[src/verilog/sysclk_pkg.sv]
// Constants, field layout and mode type of the system clock controller
package sysclk_pkg;
  // Register byte offsets
  localparam logic [11:0] OFS_RAW_FLAGS   = 12'h050;
  localparam logic [11:0] OFS_INT_MASK    = 12'h054;
  localparam logic [11:0] OFS_MASKED      = 12'h058;
  localparam logic [11:0] OFS_RUN_CFG     = 12'h060;
  localparam logic [11:0] OFS_XLATE       = 12'h064;
  localparam logic [11:0] OFS_RUN_CFG_EXT = 12'h070;
  localparam logic [11:0] OFS_RUN_GATE    = 12'h100;
  localparam logic [11:0] OFS_SLEEP_GATE  = 12'h110;
  localparam logic [11:0] OFS_DS_GATE     = 12'h120;
  localparam logic [11:0] OFS_DS_CFG      = 12'h144;
  // Values after reset
  localparam logic [31:0] RST_RUN_CFG     = 32'h078E_3AD1;
  localparam logic [31:0] RST_RUN_CFG_EXT = 32'h0780_2810;
  localparam logic [31:0] RST_DS_CFG      = 32'h0780_0000;
  localparam logic [31:0] RST_GATE0       = 32'h0000_0040;
  localparam logic [31:0] RST_GATE        = 32'h0000_0000;
  // Field positions in the run configuration word
  localparam int F_MOSC_DIS  = 0;
  localparam int F_IOSC_DIS  = 1;
  localparam int F_OSC_LSB   = 4;
  localparam int F_XSEL_LSB  = 6;
  localparam int F_BYPASS    = 11;
  localparam int F_PWR_DN    = 13;
  localparam int F_USE_DIV   = 22;
  localparam int F_DIV_LSB   = 23;
  localparam int F_AUTO_GATE = 27;
  // Field positions in the extended and deep-sleep words
  localparam int F_X_USE      = 31;
  localparam int F_X_OSC_LSB  = 4;
  localparam int F_DS_OSC_LSB = 4;
  localparam int F_DS_DIV_LSB = 23;
  // Lock flag position in the flag registers
  localparam int F_LOCK_BIT = 6;
  // Extended source code that selects the real-time oscillator
  localparam logic [2:0] RTC_SOURCE = 3'h7;
  // Main oscillator ticks of the settle count
  localparam logic [15:0] SETTLE_TICKS_DEF = 16'h1200;
  // Fixed division of the PLL output ahead of the system divider
  localparam logic [7:0] PLL_PRE_DIV = 8'h02;
  // Number of gating words per mode
  localparam int NUM_GATE_REGS = 3;
  // Power modes
  typedef enum logic [1:0] {M_RUN, M_SLEEP, M_DSLEEP, M_RESTORE} mode_e;
endpackage

[src/verilog/sysclk_ctrl.sv]
// System clock, PLL settle and power mode controller with APB registers
//
// What this block does
// - PLL powered down after reset until enabled
// - PLL output halved before system divider
// - Crystal number translated, readable as settings
// - Crystal change relocks; same value does not
// - Extended source seven selects real-time reference
// - Normal mode drives output, power-down does not
// - Relock on crystal change or power-up
// - Oscillator-clocked down counter loaded, expiry means stable
// - Stay on oscillator until PLL settles
// - Raw lock flag plus maskable lock interrupt
// - Run mode gates peripherals by run bits
// - Sleep modes stop core, auto-gating picks bits
// - Deep-sleep source main or chosen internal oscillator
// - Deep-sleep entry with PLL on stops it, overrides divider
// - Exit restores clock before reopening gates
// - Wait-for-interrupt enters sleep, interrupt wakes
// - Extended fields win when extended use set
// - Clearing power-down powers PLL and output
// - Extended encodings applied instead of basic
//
// Register access over APB and the placing of the registers were chosen for this implementation.
`timescale 1ns/1ps
module sysclk_ctrl
  import sysclk_pkg::*;
#(
  parameter logic [15:0] SETTLE_TICKS = SETTLE_TICKS_DEF
) (
  input  wire logic                        pclk,
  input  wire logic                        presetn,
  input  wire logic                        psel,
  input  wire logic                        penable,
  input  wire logic                        pwrite,
  input  wire logic [11:0]                 paddr,
  input  wire logic [31:0]                 pwdata,
  output logic      [31:0]                 prdata,
  output logic                             pready,
  output logic                             pslverr,
  input  wire logic                        mosc_clk,
  input  wire logic                        wait_for_interrupt,
  input  wire logic                        deep_sleep_en,
  input  wire logic                        wake_irq,
  output logic                             pll_power_down,
  output logic      [13:0]                 pll_settings,
  output logic                             pll_ref_rtc,
  output logic                             pll_lock,
  output logic                             sysclk_use_pll,
  output logic      [2:0]                  sysclk_src,
  output logic      [7:0]                  sysclk_div,
  output logic                             cpu_clk_en,
  output logic      [32*NUM_GATE_REGS-1:0] periph_clk_en,
  output logic                             main_osc_pd,
  output logic                             int_osc_pu,
  output logic                             lock_irq
);

  ////////////////////////////////////////////////////////////////////
  // State

  typedef struct packed {
    mode_e                             mode;
    logic [31:0]                       rcfg;
    logic [31:0]                       xcfg;
    logic [31:0]                       dcfg;
    logic [NUM_GATE_REGS-1:0][31:0]    rg;
    logic [NUM_GATE_REGS-1:0][31:0]    sg;
    logic [NUM_GATE_REGS-1:0][31:0]    dg;
    logic                              imask;
    logic                              flag;
    logic [15:0]                       cnt;
    logic                              lock;
    logic                              ms1;
    logic                              ms2;
    logic                              ms3;
    logic                              ds_pll;
    logic [31:0]                       prdata;
    logic                              pready;
    logic                              pslverr;
    logic                              pll_pd;
    logic [13:0]                       pll_set;
    logic                              rtc;
    logic                              use_pll;
    logic [2:0]                        src;
    logic [7:0]                        div;
    logic                              cpu_en;
    logic [32*NUM_GATE_REGS-1:0]       pen;
    logic                              mosc_pd;
    logic                              iosc_pu;
    logic                              irq;
  } st_s;

  st_s q;
  st_s d;

  ////////////////////////////////////////////////////////////////////
  // Helpers

  // Crystal number to PLL feedback and reference settings
  function automatic logic [13:0] pll_xlate(input logic [3:0] xsel,
                                            input logic       rtc);
    logic [8:0] fb;
    logic [4:0] rf;
    fb = 9'h0C8 - {2'b00, xsel, 3'b000};
    rf = {1'b0, xsel} + 5'h01;
    if (rtc) begin
      fb = 9'h1FF;
      rf = 5'h00;
    end
    return {fb, rf};
  endfunction

  // Gating word index from an offset inside a gating group
  function automatic int gate_idx(input logic [11:0] a);
    return int'(a[3:2]);
  endfunction

  // True when the offset falls inside a gating group
  function automatic logic in_group(input logic [11:0] a,
                                    input logic [11:0] base);
    return (a[11:4] == base[11:4]) && (a[3:2] < 2'(NUM_GATE_REGS));
  endfunction

  logic                          tick;
  logic                          wr;
  logic                          use_x;
  logic                          eff_pd;
  logic                          eff_byp;
  logic [2:0]                    eff_src;
  logic [5:0]                    eff_div;
  logic                          pll_off;
  logic                          xsel_chg;
  logic                          trig;
  logic                          ds;
  logic                          ds_int;
  logic [5:0]                    div_sel;
  logic [7:0]                    div_base;
  logic                          ovr;
  logic [NUM_GATE_REGS-1:0][31:0] gsel;
  logic [31:0]                   rdat;
  logic                          hit;

  ////////////////////////////////////////////////////////////////////
  // Next state

  always_comb begin
    d = q;
    // Two-stage capture of the oscillator pin, then edge detect
    d.ms1 = mosc_clk;
    d.ms2 = q.ms1;
    d.ms3 = q.ms2;
    tick  = q.ms2 & ~q.ms3;
    wr    = psel & penable & q.pready & pwrite;

    // Extended fields override the basic ones when selected
    use_x   = q.xcfg[F_X_USE];
    eff_pd  = use_x ? q.xcfg[F_PWR_DN] : q.rcfg[F_PWR_DN];
    eff_byp = use_x ? q.xcfg[F_BYPASS] : q.rcfg[F_BYPASS];
    eff_src = use_x ? q.xcfg[F_X_OSC_LSB +: 3]
                    : {1'b0, q.rcfg[F_OSC_LSB +: 2]};
    eff_div = use_x ? q.xcfg[F_DIV_LSB +: 6]
                    : {2'b00, q.rcfg[F_DIV_LSB +: 4]};
    ds      = (q.mode == M_DSLEEP);
    ds_int  = ds & (q.dcfg[F_DS_OSC_LSB +: 3] != 3'h0);
    // PLL held off by its own bit or by deep-sleep override
    pll_off = eff_pd | (ds & q.ds_pll);

    // Relock on a real crystal change or on leaving power-down
    xsel_chg = wr & (paddr == OFS_RUN_CFG) &
               (pwdata[F_XSEL_LSB +: 4] != q.rcfg[F_XSEL_LSB +: 4]);
    trig     = xsel_chg | (q.pll_pd & ~pll_off);

    // APB read mux, sampled in the setup cycle
    rdat = 32'h0000_0000;
    hit  = 1'b1;
    if (in_group(paddr, OFS_RUN_GATE)) begin
      rdat = q.rg[gate_idx(paddr)];
    end else if (in_group(paddr, OFS_SLEEP_GATE)) begin
      rdat = q.sg[gate_idx(paddr)];
    end else if (in_group(paddr, OFS_DS_GATE)) begin
      rdat = q.dg[gate_idx(paddr)];
    end else begin
      case (paddr)
        OFS_RAW_FLAGS:   rdat[F_LOCK_BIT] = q.flag;
        OFS_INT_MASK:    rdat[F_LOCK_BIT] = q.imask;
        OFS_MASKED:      rdat[F_LOCK_BIT] = q.flag & q.imask;
        OFS_RUN_CFG:     rdat = q.rcfg;
        OFS_XLATE:       rdat = {18'h0_0000, q.pll_set};
        OFS_RUN_CFG_EXT: rdat = q.xcfg;
        OFS_DS_CFG:      rdat = q.dcfg;
        default:         hit = 1'b0;
      endcase
    end
    // Zero-wait answer: ready rises in the access cycle
    d.pready  = psel & ~penable;
    d.prdata  = (psel & ~penable) ? rdat : 32'h0000_0000;
    d.pslverr = psel & ~penable & ~hit;

    // Register writes at the access edge; read-only words ignore them
    if (wr) begin
      if (in_group(paddr, OFS_RUN_GATE)) begin
        d.rg[gate_idx(paddr)] = pwdata;
      end else if (in_group(paddr, OFS_SLEEP_GATE)) begin
        d.sg[gate_idx(paddr)] = pwdata;
      end else if (in_group(paddr, OFS_DS_GATE)) begin
        d.dg[gate_idx(paddr)] = pwdata;
      end else begin
        case (paddr)
          OFS_INT_MASK:    d.imask = pwdata[F_LOCK_BIT];
          OFS_MASKED: begin
            if (pwdata[F_LOCK_BIT]) begin
              d.flag = 1'b0;
            end
          end
          OFS_RUN_CFG:     d.rcfg = pwdata;
          OFS_RUN_CFG_EXT: d.xcfg = pwdata;
          OFS_DS_CFG:      d.dcfg = pwdata;
          default:         d.rcfg = q.rcfg;
        endcase
      end
    end

    // Settle counter; a retrigger mid-count starts over
    if (trig) begin
      d.cnt  = SETTLE_TICKS;
      d.lock = 1'b0;
      d.flag = 1'b0;
    end else begin
      if (tick && (q.cnt != 16'h0000)) begin
        d.cnt = q.cnt - 16'h0001;
      end
      d.lock = (q.cnt == 16'h0000) & ~pll_off;
    end
    // Lock event beats a software clear in the same cycle
    if (d.lock & ~q.lock) begin
      d.flag = 1'b1;
    end
    d.irq = d.flag & d.imask;

    // Mode sequencing driven by the core
    case (q.mode)
      M_RUN: begin
        if (wait_for_interrupt) begin
          d.mode   = deep_sleep_en ? M_DSLEEP : M_SLEEP;
          d.ds_pll = deep_sleep_en & ~eff_pd;
        end
      end
      M_SLEEP: begin
        if (wake_irq) begin
          d.mode = M_RUN;
        end
      end
      M_DSLEEP: begin
        if (wake_irq) begin
          d.mode = M_RESTORE;
        end
      end
      M_RESTORE: begin
        // Gates stay closed until the pre-sleep clock is back
        if (~q.ds_pll | q.lock | eff_byp) begin
          d.mode   = M_RUN;
          d.ds_pll = 1'b0;
        end
      end
      default: d.mode = M_RUN;
    endcase

    // PLL control outputs
    d.pll_pd  = pll_off;
    d.rtc     = use_x & (q.xcfg[F_X_OSC_LSB +: 3] == RTC_SOURCE);
    d.pll_set = pll_xlate(q.rcfg[F_XSEL_LSB +: 4], d.rtc);

    // System clock: oscillator until the PLL has settled
    d.use_pll = ~eff_byp & q.lock & ~pll_off;
    d.src     = ds ? q.dcfg[F_DS_OSC_LSB +: 3] : eff_src;
    ovr       = ds & q.ds_pll;
    div_sel   = ovr ? q.dcfg[F_DS_DIV_LSB +: 6] : eff_div;
    div_base  = (ovr | q.rcfg[F_USE_DIV]) ? ({2'b00, div_sel} + 8'h01)
                                          : 8'h01;
    // The PLL path always carries the fixed halving
    d.div     = d.use_pll ? 8'(div_base * PLL_PRE_DIV) : div_base;

    // Oscillator power: internal one replaces main in deep sleep when the deep-sleep source is not zero
    d.mosc_pd = ds_int | (~ds & q.rcfg[F_MOSC_DIS]);
    d.iosc_pu = ds_int | ~q.rcfg[F_IOSC_DIS];

    // Core and peripheral gating per mode
    d.cpu_en = (d.mode == M_RUN);
    gsel     = q.rg;
    if ((q.mode == M_SLEEP) && q.rcfg[F_AUTO_GATE]) begin
      gsel = q.sg;
    end else if (((q.mode == M_DSLEEP) || (q.mode == M_RESTORE)) &&
                 q.rcfg[F_AUTO_GATE]) begin
      gsel = q.dg;
    end
    d.pen = gsel;
  end

  ////////////////////////////////////////////////////////////////////
  // Registers

  // Only constants under reset; every configuration bit gets a value
  always_ff @(posedge pclk or negedge presetn) begin
    if (!presetn) begin
      q         <= '0;
      q.mode    <= M_RUN;
      q.rcfg    <= RST_RUN_CFG;
      q.xcfg    <= RST_RUN_CFG_EXT;
      q.dcfg    <= RST_DS_CFG;
      q.rg      <= {RST_GATE, RST_GATE, RST_GATE0};
      q.sg      <= {RST_GATE, RST_GATE, RST_GATE0};
      q.dg      <= {RST_GATE, RST_GATE, RST_GATE0};
      // Gates open as the reset gating words say, so no step follows reset
      q.pen     <= {RST_GATE, RST_GATE, RST_GATE0};
      q.pll_pd  <= 1'b1;
      q.div     <= 8'h01;
      q.cpu_en  <= 1'b1;
      q.iosc_pu <= 1'b1;
    end else begin
      q <= d;
    end
  end

  // Outputs straight from the state flops
  assign prdata         = q.prdata;
  assign pready         = q.pready;
  assign pslverr        = q.pslverr;
  assign pll_power_down = q.pll_pd;
  assign pll_settings   = q.pll_set;
  assign pll_ref_rtc    = q.rtc;
  assign pll_lock       = q.lock;
  assign sysclk_use_pll = q.use_pll;
  assign sysclk_src     = q.src;
  assign sysclk_div     = q.div;
  assign cpu_clk_en     = q.cpu_en;
  assign periph_clk_en  = q.pen;
  assign main_osc_pd    = q.mosc_pd;
  assign int_osc_pu     = q.iosc_pu;
  assign lock_irq       = q.irq;
endmodule

[config.mk]
export PLATFORM = sky130hd
export DESIGN_NAME = sysclk_ctrl
export DESIGN_NICKNAME = d
export VERILOG_FILES = /design/src/verilog/sysclk_pkg.sv /design/src/verilog/sysclk_ctrl.sv
export SDC_FILE = /design/constraint.sdc
export NUM_CORES = 1
export LEC_CHECK = 0
export BUFFER_PORTS_ARGS = -buffer_cell sky130_fd_sc_hd__buf_4
export CORE_UTILIZATION = 40
export CTS_CLUSTER_SIZE = 40
export DETAILED_ROUTE_END_ITERATION = 7
export PLACE_DENSITY_LB_ADDON = 0.1
export SYNTH_ARGS = -nofsm -noshare
export SYNTH_HDL_FRONTEND = slang
export SYNTH_SLANG_ARGS = --single-unit
[constraint.sdc]
create_clock -name pclk -period 7.5 [get_ports pclk]
set_clock_uncertainty 0.2 [all_clocks]
set_input_delay 0.375 -clock pclk [delete_from_list [all_inputs] [get_ports pclk]]
set_output_delay 0.375 -clock pclk [all_outputs]
set_load 0.05 [all_outputs]
* Word level (Yosys, flattened, before mapping) *
Index checks and enable logic that the tools add are counted.
W data, S select, Z words.

operators by class
  eq/ne operators = 17
  shifts and indexed selects = 0
  order comparisons = 3
  divide/modulo/power cells = 0
  add/sub/neg operators = 4
  reduce and logical (&&, ||, !) cells = 23
  bitwise logic cells = 40
  multipliers = 0
  muxes and demuxes = 54

operators by type and width
  cell                     number
  $bwmux W96               3
  $mux W32                 8
  $bmux W32 S2             3
  $mux W96                 2
  $pmux W25 S4             1
  $eq A12 B7 Y1 const B    6
  $demux W32 S2            1
  $eq A8 B5 Y1 const B     3
  $pmux W6 S4              1
  $and A1 B1 Y1            20
  $mux W2                  9
  $mux W17                 1
  $logic_not A16 Y1        1
  $mux W16                 1
  $reduce_bool A16 Y1      1
  $sub A16 B1 Y16 const B  1
  $reduce_and A5 Y1        3
  $mux W1                  13
  $not A1 Y1               13
  $eq A12 B9 Y1 const B    1
  $mux W6                  2
  $mux W9                  1
  $sub A8 B7 Y9 const A    1
  $mux W8                  1
  26 further kinds         44

word-level totals
  input port bits = 53
  bits in read-only memories = 0
  word-level logic and storage cells = 176
  memories kept = 0
  RAM bits = 0
  latch bits = 0
  bits in registers = 571
  output and inout port bits = 163

* Logic depth before layout (Yosys ltp) *
Gate-level depths: netlist (run 1).

  depth in word-level cells = 10
  gate-level depth with buffers = 10
  depth with buffers taken out = 8

* Least setup slack after synthesis (run 1) *
No wires, ideal clock.

  path type = register to register
  start point = reg q, in the netlist pready
  end point = reg q[378] in the netlist's numbering
  library setup time = 0.125 ns
  path slack = 4.845 ns
  buffers on the path = 1
  cell stages (with the launch flop) = 6
  data arrival time = 2.330 ns
  period minus slack after synthesis = 2.655 ns
  data required time = 7.175 ns
  path through = dfrtp_1 -> nand4_1 -> or3_1 -> nor2_1 -> clkbuf_1 -> mux2_2

between the ends
  cells in the longest elaborated chain, start to end = 3

ends and longest elaborated chain
  item                                RTL line            RTL
  start: declaration                  sysclk_ctrl.sv:94   st_s q;
  $and A1 B1 Y1 (2 in a row)          sysclk_ctrl.sv:154  wr = psel & penable & q.pready & pwrite;
  $reduce_and A2 Y1 (no source line)  --

No other way between the ends.
A chain may end at the register's enable or synchronous reset.

* Worst setup path in the final report (run 1) *
  start point = in paddr[7]
  end point = reg q[251] in the netlist's numbering

between the ends
  cells in the longest elaborated chain, start to end = 4
  elaborated cells on any way between the ends = 9
  classes of those cells = eq/ne: 3; bitwise: 2; reduce/logical: 4

ends and longest elaborated chain
  item                                  RTL line            RTL
  start: declaration                    sysclk_ctrl.sv:36   input wire logic [11:0] paddr,
  $eq A8 B5 Y1                          sysclk_ctrl.sv:122  return (a[11:4] == base[11:4]) && (a[3:2] < 2'(NUM_GATE_REGS));
  $logic_and A1 B1 Y1                   sysclk_ctrl.sv:122
  $not A1 Y1 (no source line)           --
  $reduce_and A4 Y1 (no source line) *  --

Every way passes the cells marked *; elsewhere a longest branch is shown, timed or not.

==> impl_metrics.toml, run 1 <==
[run_status]
outcome = "completed"

[placed_design]
place_hpwl_mm = 50.0
place_inst = 3113
port-buffer-count = 215
place_congestion = 0.852

[worst_setup_path]
critPathMaxFanout = 29
critical-path-top-cell-by-count = "buf_4"
crit_required_ps = 7800
endpoint_kind = "flop"
critical_path.startpoint_type = "input pin"
criticalPathCategory = "input pin to flop"
critical_path_buf_inv_count = 3
critical_path.cell_chain = "buf_4, or4_1, nor3_4, buf_4, nand2_1, nor2_4, buf_4, mux2_2"
crit_path_top_delay_cell = "or4_1"
crit_path_max_incr_delay_ps = 840
r2r_slack_ps = 3890
critPathArrivalTime_ps = 3990
crit_family = "simple AND/OR/NAND/NOR gates"

[global_route]
grt_start_max_net_pins = 166
grt_remaining_overflow = 0
track_usage_pct = 23.0
first_pass_grt_wire_length_mm = 122
antenna_found_initial = 4
first_global_vias = 18700

[drt]
drc = 0
drt-initial-drc-count = 1273
detail-route-antenna-nets = 0
routed-via-count = 18300
routed_via_density = 5.61
dr.pass1.iters = 6
routedWlPerCell_um = 24.5
drt_wl_total_mm = 80.0

[pwr]
finalPower_mw = 7.15
power_density_nw_per_um2 = 230
vdd_drop_max_mv = 0.191
leakage_nw = 15.6

[clock_tree]
ctsResizeCount = 0
cts.clk_slew.worst_paths_ps = 60
clk_latency_ps = 630
tritoncts = "done"
clock-sinks = 567
cts_buffers = 61
clock_tree.root_cell = "clkbuf_16"
clockBufferDepth = 3
clock_tree.htree_level_count = 2
cts_post_setup_buffers_inserted = 0

[layout]
area.growth.synth_to_final_pct = 14.3
final_net_count = 2399
final_layout_size_suffix_gt1_share_pct = 34.8
final_cells = 3270
final.fill_count = 6215

[synthesis]
synth_top_area_share_pct = 49.0
syn-instance-count = 2328
synthTopCellsByArea = "dfrtp_1 (49%), mux2_2 (16%), mux2i_1 (7.4%), buf_4 (4.3%), a21oi_1 (3.4%)"
synth_largest_area_cell = "dfrtp_1"
number_of_warnings_printed_during_yosys_synthesis = 0
synth_enable_flop_cells = 0
ys_dominant_reg_cell = "dfrtp_1"
synth-async-reset-ratio_pct = 100
postSynthAreaPerCell_um2 = 11.7
synth.net_count = 2387
netlist_top_cells_count = "dfrtp_1 (533), mux2_2 (393), mux2i_1 (201)"
yosys_register_bits = 567
synth-seq-area-share_pct = 52.3
synth_cell_types = 62
synth.most_common_cell = "dfrtp_1"
area_of_the_mapped_netlist_um2 = 27200

[worst_hold_path]
min-delay-path-class = "input pin to flop"

[timing]
final-hold-violation-count = 0
post-route-min-period_ps = 3680
fmaxAchievable_ghz = 0.271
post-route-period-util_pct = 49.1
maxSlewHeadroom_pct = 22.9
grt_setup_unrepaired = "false"
transition_at_the_pin_with_the_smallest_max_transition_slack_ps = 1160
setup-tns-final_ps = 0
finalSetupViolations = 0
final-max-slew-violation-count = 0

[die]
floorplan.die_area_um2 = 69100
initial_utilization_pct = 40.4
rows = 95
design.portCount = 216
fp.dieH_um = 263
coreArea_um2 = 67300
die_width_um = 263

[run]
max-cap-violations = 0
## stage by stage
stage	util, %	setup slack, ps	instance area, µm²	hold WS (ps)
CTS	46.2	3880	31100	103
finish	46.2	3820	31100	140
global route	46.2	3730	31100	125
global placement	42.3	3300	28400	137
floorplan	-	4850	27200	-121
detailed placement	42.3	3210	28400	150
## cell families (layout without fill, tap and decap cells)
logic type | count (synthesis) | count (layout) | synth area share (%)
AO/OA/AOI/OAI | 412 | 412 | 9.27
XOR/XNOR | 22 | 22 | 0.708
adder cells (fa/ha/maj) | 6 | 6 | 0.276
buffers and inverters | 357 | 422 | 7.27
flip-flops | 567 | 567 | 52.3
multiplexers | 596 | 596 | 23.7
other | 0 | 4 | 0
AND/OR/NAND/NOR | 368 | 368 | 6.44
## layout make-up
class | instances | area [µm²] | area share [%]
inverter | 15 | 56.3 | 0.181
antenna | 4 | 10.0 | 0.0322
sequential | 567 | 14200 | 45.7
tap | 873 | 1090 | 3.51
clock buffer | 75 | 1690 | 5.44
timing repair buffer | 291 | 2310 | 7.44
clock inverter | 41 | 602 | 1.93
multi-input combinational | 1404 | 11100 | 35.7
## final timing paths
check / startpoint / end / cells after the start
max: paddr[7] / q[251] / 8
min: paddr[5] / prdata[8] / 3
max reg2reg: pready / q[251] / 5
min reg2reg: d[164] / d[163] / 0
max in group asynchronous: presetn / q[289] / 3
min in group asynchronous: presetn / periph_clk_en[0] / 2
## flip-flops by register name, indices dropped and copies added, names as in the netlist, 2 cells and up
register and count:
pll_settings 11, sysclk_src 3, q 406, prdata 32
d 2, sysclk_div 8, periph_clk_en 96
## where the power goes
part,leakage (nW),total [mW],switching (mW),internal (mW)
logic,6.77,0.560,0.389,0.171
registers,7.72,3.18,0.0611,3.12
clock network,1.11,3.40,1.31,2.09
total,15.6,7.15,1.76,5.38
## placed cells by master, fill, tap and decap left out, types with 15 or more instances in the layout
cell,Yosys,routed
inv_1,15,15
nor2_1,139,132
nand4_1,18,18
a21oi_1,183,183
nand2_1,106,105
buf_4,156,250
dfstp_2,34,34
mux2i_1,201,201
clkbuf_16,0,63
o2bb2ai_1,20,20
o21ai_0,95,95
mux2_2,393,393
dfrtp_1,533,533
a222oi_1,23,23
dlygate4sd3_1,0,37
## per-layer routing
layer	global-route usage, %	routed length (µm)	vias to the layer above
met5	0	0	-
met4	6.02	1700	0
met3	2.80	3500	94
met2	37.5	37900	525
met1	32.5	36800	9538
li1	-	-	8173
## worst register-to-register path, delay by kind of cell (launching register included)
family        cells  cell delay, ps
simple gates      3            2200
flops             1             340
buf+inv           1             380
mux               1             360
## what timing repair did
| action | 4_1_cts | 5_1_grt |
|---|---|---|
| setup endpoints to repair | 0 | 0 |
| hold endpoints to repair | 481 | 0 |
| hold buffers | 37 | 0 |
No activity file was read; power rests on OpenSTA's default activity.
==> run 2, diff against run 1 <==
Clock period 7.5 ns to 3 ns, I/O delays scaled along.
==> run 2 against run 1 <==
Net effect:
- sequential share of layout area shrank 0.97 points
- hold slack lost 60 ps
- cell count grew 2.0%
- utilization grew 1.0 points
- flip-flop and latch count is the same
- largest power group is now sequential cells
- highest routed layer unchanged
==> impl_metrics.toml, run 2 (synthesis results as in run 1) <==
[timing]
post-route-period-util_pct = 91.9
final-hold-violation-count = 0
post-route-worst-setup-slack_ps = 243
maxSlewHeadroom_pct = 57.5
grt_setup_unrepaired = "false"
hold_slack_ps = 80.5
setup-tns-final_ps = 0
final-max-slew-violation-count = 0
fmaxAchievable_ghz = 0.363
post-route-min-period_ps = 2760
transition_at_the_pin_with_the_smallest_max_transition_slack_ps = 637
finalSetupViolations = 0

[drt]
drt-initial-drc-count = 1361
routedWlPerCell_um = 24.4
routed_via_density = 5.56
met2WireLength_mm = 38.7
top_signal_layer_used = "met4"
wl_met3_mm = 3.54
routed-via-count = 18500
dr.pass1.iters = 6
drc = 0
drt_wl_total_mm = 81.2
route.layer.met1.wl_mm = 37.0
detail-route-antenna-nets = 0

[clock_tree]
cts.clk_slew.worst_paths_ps = 70
clockBufferDepth = 3
cts_post_setup_buffers_inserted = 0
ctsResizeCount = 0
clock_tree.root_cell = "clkbuf_16"
tritoncts = "done"
cts_buffers = 61
clk_latency_ps = 620
clock-sinks = 567
clock_tree.htree_level_count = 2
cts_hold_repair.buffers = 46

[global_route]
antenna_found_initial = 1
grt_start_max_net_pins = 86
first_pass_grt_wire_length_mm = 123
track_usage_pct = 23.3
grt_remaining_overflow = 0
first_global_vias = 19200

[layout]
area.growth.synth_to_final_pct = 16.8
n_antenna_cell = 0
final_net_count = 2471
final_layout_size_suffix_gt1_share_pct = 35.8
largest_register_ff_count = 406
final_cells = 3334
layout_common_cells = "dfrtp_1 (533), mux2_2 (393), buf_4 (278), mux2i_1 (201), a21oi_1 (183)"
layout.cells.most_common = "dfrtp_1"
regMostFlops = "q"

[worst_setup_path]
critical_path.cell_chain = "buf_4, mux2i_1, nand2_1, or4_1, a2bb2oi_1, nor3b_1"
r2r.worst_path.cells = 6
r2r_slack_ps = 240
crit_path_max_incr_delay_ps = 620
critical_path.startpoint_type = "flop"
reg2reg_from = "q[536]"
r2r_end = "lock_irq"
endpoint_kind = "flop"
crit_required_ps = 3330
criticalPathCategory = "flop to flop"
critPathArrivalTime_ps = 3080
crit_path_top_delay_cell = "or4_1"
critPathMaxFanout = 8

[die]
fp.dieH_um = 263
floorplan.die_area_um2 = 69100
rows = 95
die_width_um = 263
initial_utilization_pct = 40.4
design.portCount = 216
coreArea_um2 = 67300

[run_status]
outcome = "completed"

[pwr]
vdd_drop_max_mv = 0.416
finalPower_mw = 16.9
power_density_nw_per_um2 = 533
leakage_nw = 16.0

[worst_hold_path]
min-delay-path-class = "input pin to flop"
hold-path-endpoint = "prdata[13]"
min-delay-start = "paddr[1]"
whs_path_cells = 6

[run]
max-cap-violations = 0

[placed_design]
post-place-ws_ps = 65.1
place_congestion = 0.846
port-buffer-count = 215
place_hpwl_mm = 53.5
place_inst = 3176
run 2: changes by cell type in the layout (fill, tap and decap cells not counted), moves of 2 or more:
| cell | before | now |
|---|---|---|
| buf_12 | 2 | 37 |
| buf_4 | 250 | 278 |
| clkbuf_1 | 5 | 17 |
| bufinv_16 | 14 | 4 |
| dlygate4sd3_1 | 37 | 45 |
| clkinvlp_4 | 8 | 1 |
| diode_2 | 4 | 0 |
| clkbuf_8 | 7 | 10 |
| clkbuf_16 | 63 | 61 |
| clkinv_4 | 2 | 0 |
run 2: how the worst max path moves through the flow:
stage               startpoint          to  cells after the start
floorplan               pready      q[378]                      5
global placement      paddr[7]  prdata[21]                      8
detailed placement    paddr[7]      q[327]                      7
CTS                     q[536]    lock_irq                      6
global route            q[536]    lock_irq                      6
finish                  q[536]    lock_irq                      6
run 2: per-layer routing:
layer,GRT usage [%],vias up
li1,-,8297
met3,3.35,126
met5,0,-
met1,32.5,9585
met2,38.1,527
met4,6.27,0
run 2: metrics by stage:
stage                     util [%]  area [µm²]
after floorplan                  -       27200
after global placement        43.6       29300
after detailed placement      43.6       29300
after CTS                     47.2       31800
after global routing          47.2       31800
final                         47.2       31800
run 2: layout make-up:
class | instances | area [µm²]
Fill cell | 6106 | 35500
Multi-Input combinational cell | 1404 | 11100
Clock buffer | 88 | 1730
Sequential cell | 567 | 14200
Tap cell | 873 | 1090
Timing Repair Buffer | 363 | 3330
Clock inverter | 24 | 240
Inverter | 15 | 56.3
run 2: power breakdown:
| part | internal [mW] | total (mW) | switching (mW) |
|---|---|---|---|
| Sequential | 7.81 | 7.94 | 0.135 |
| Combinational | 0.500 | 1.52 | 1.02 |
| Clock | 4.33 | 7.47 | 3.13 |
run 2: critical path: cells and delay by family (launching register included):
kind | cells | cell delay (ps)
AO/OA/AOI/OAI | 1 | 180
buffers and inverters | 1 | 290
flip-flops | 1 | 570
multiplexers | 1 | 400
AND/OR/NAND/NOR | 3 | 1000
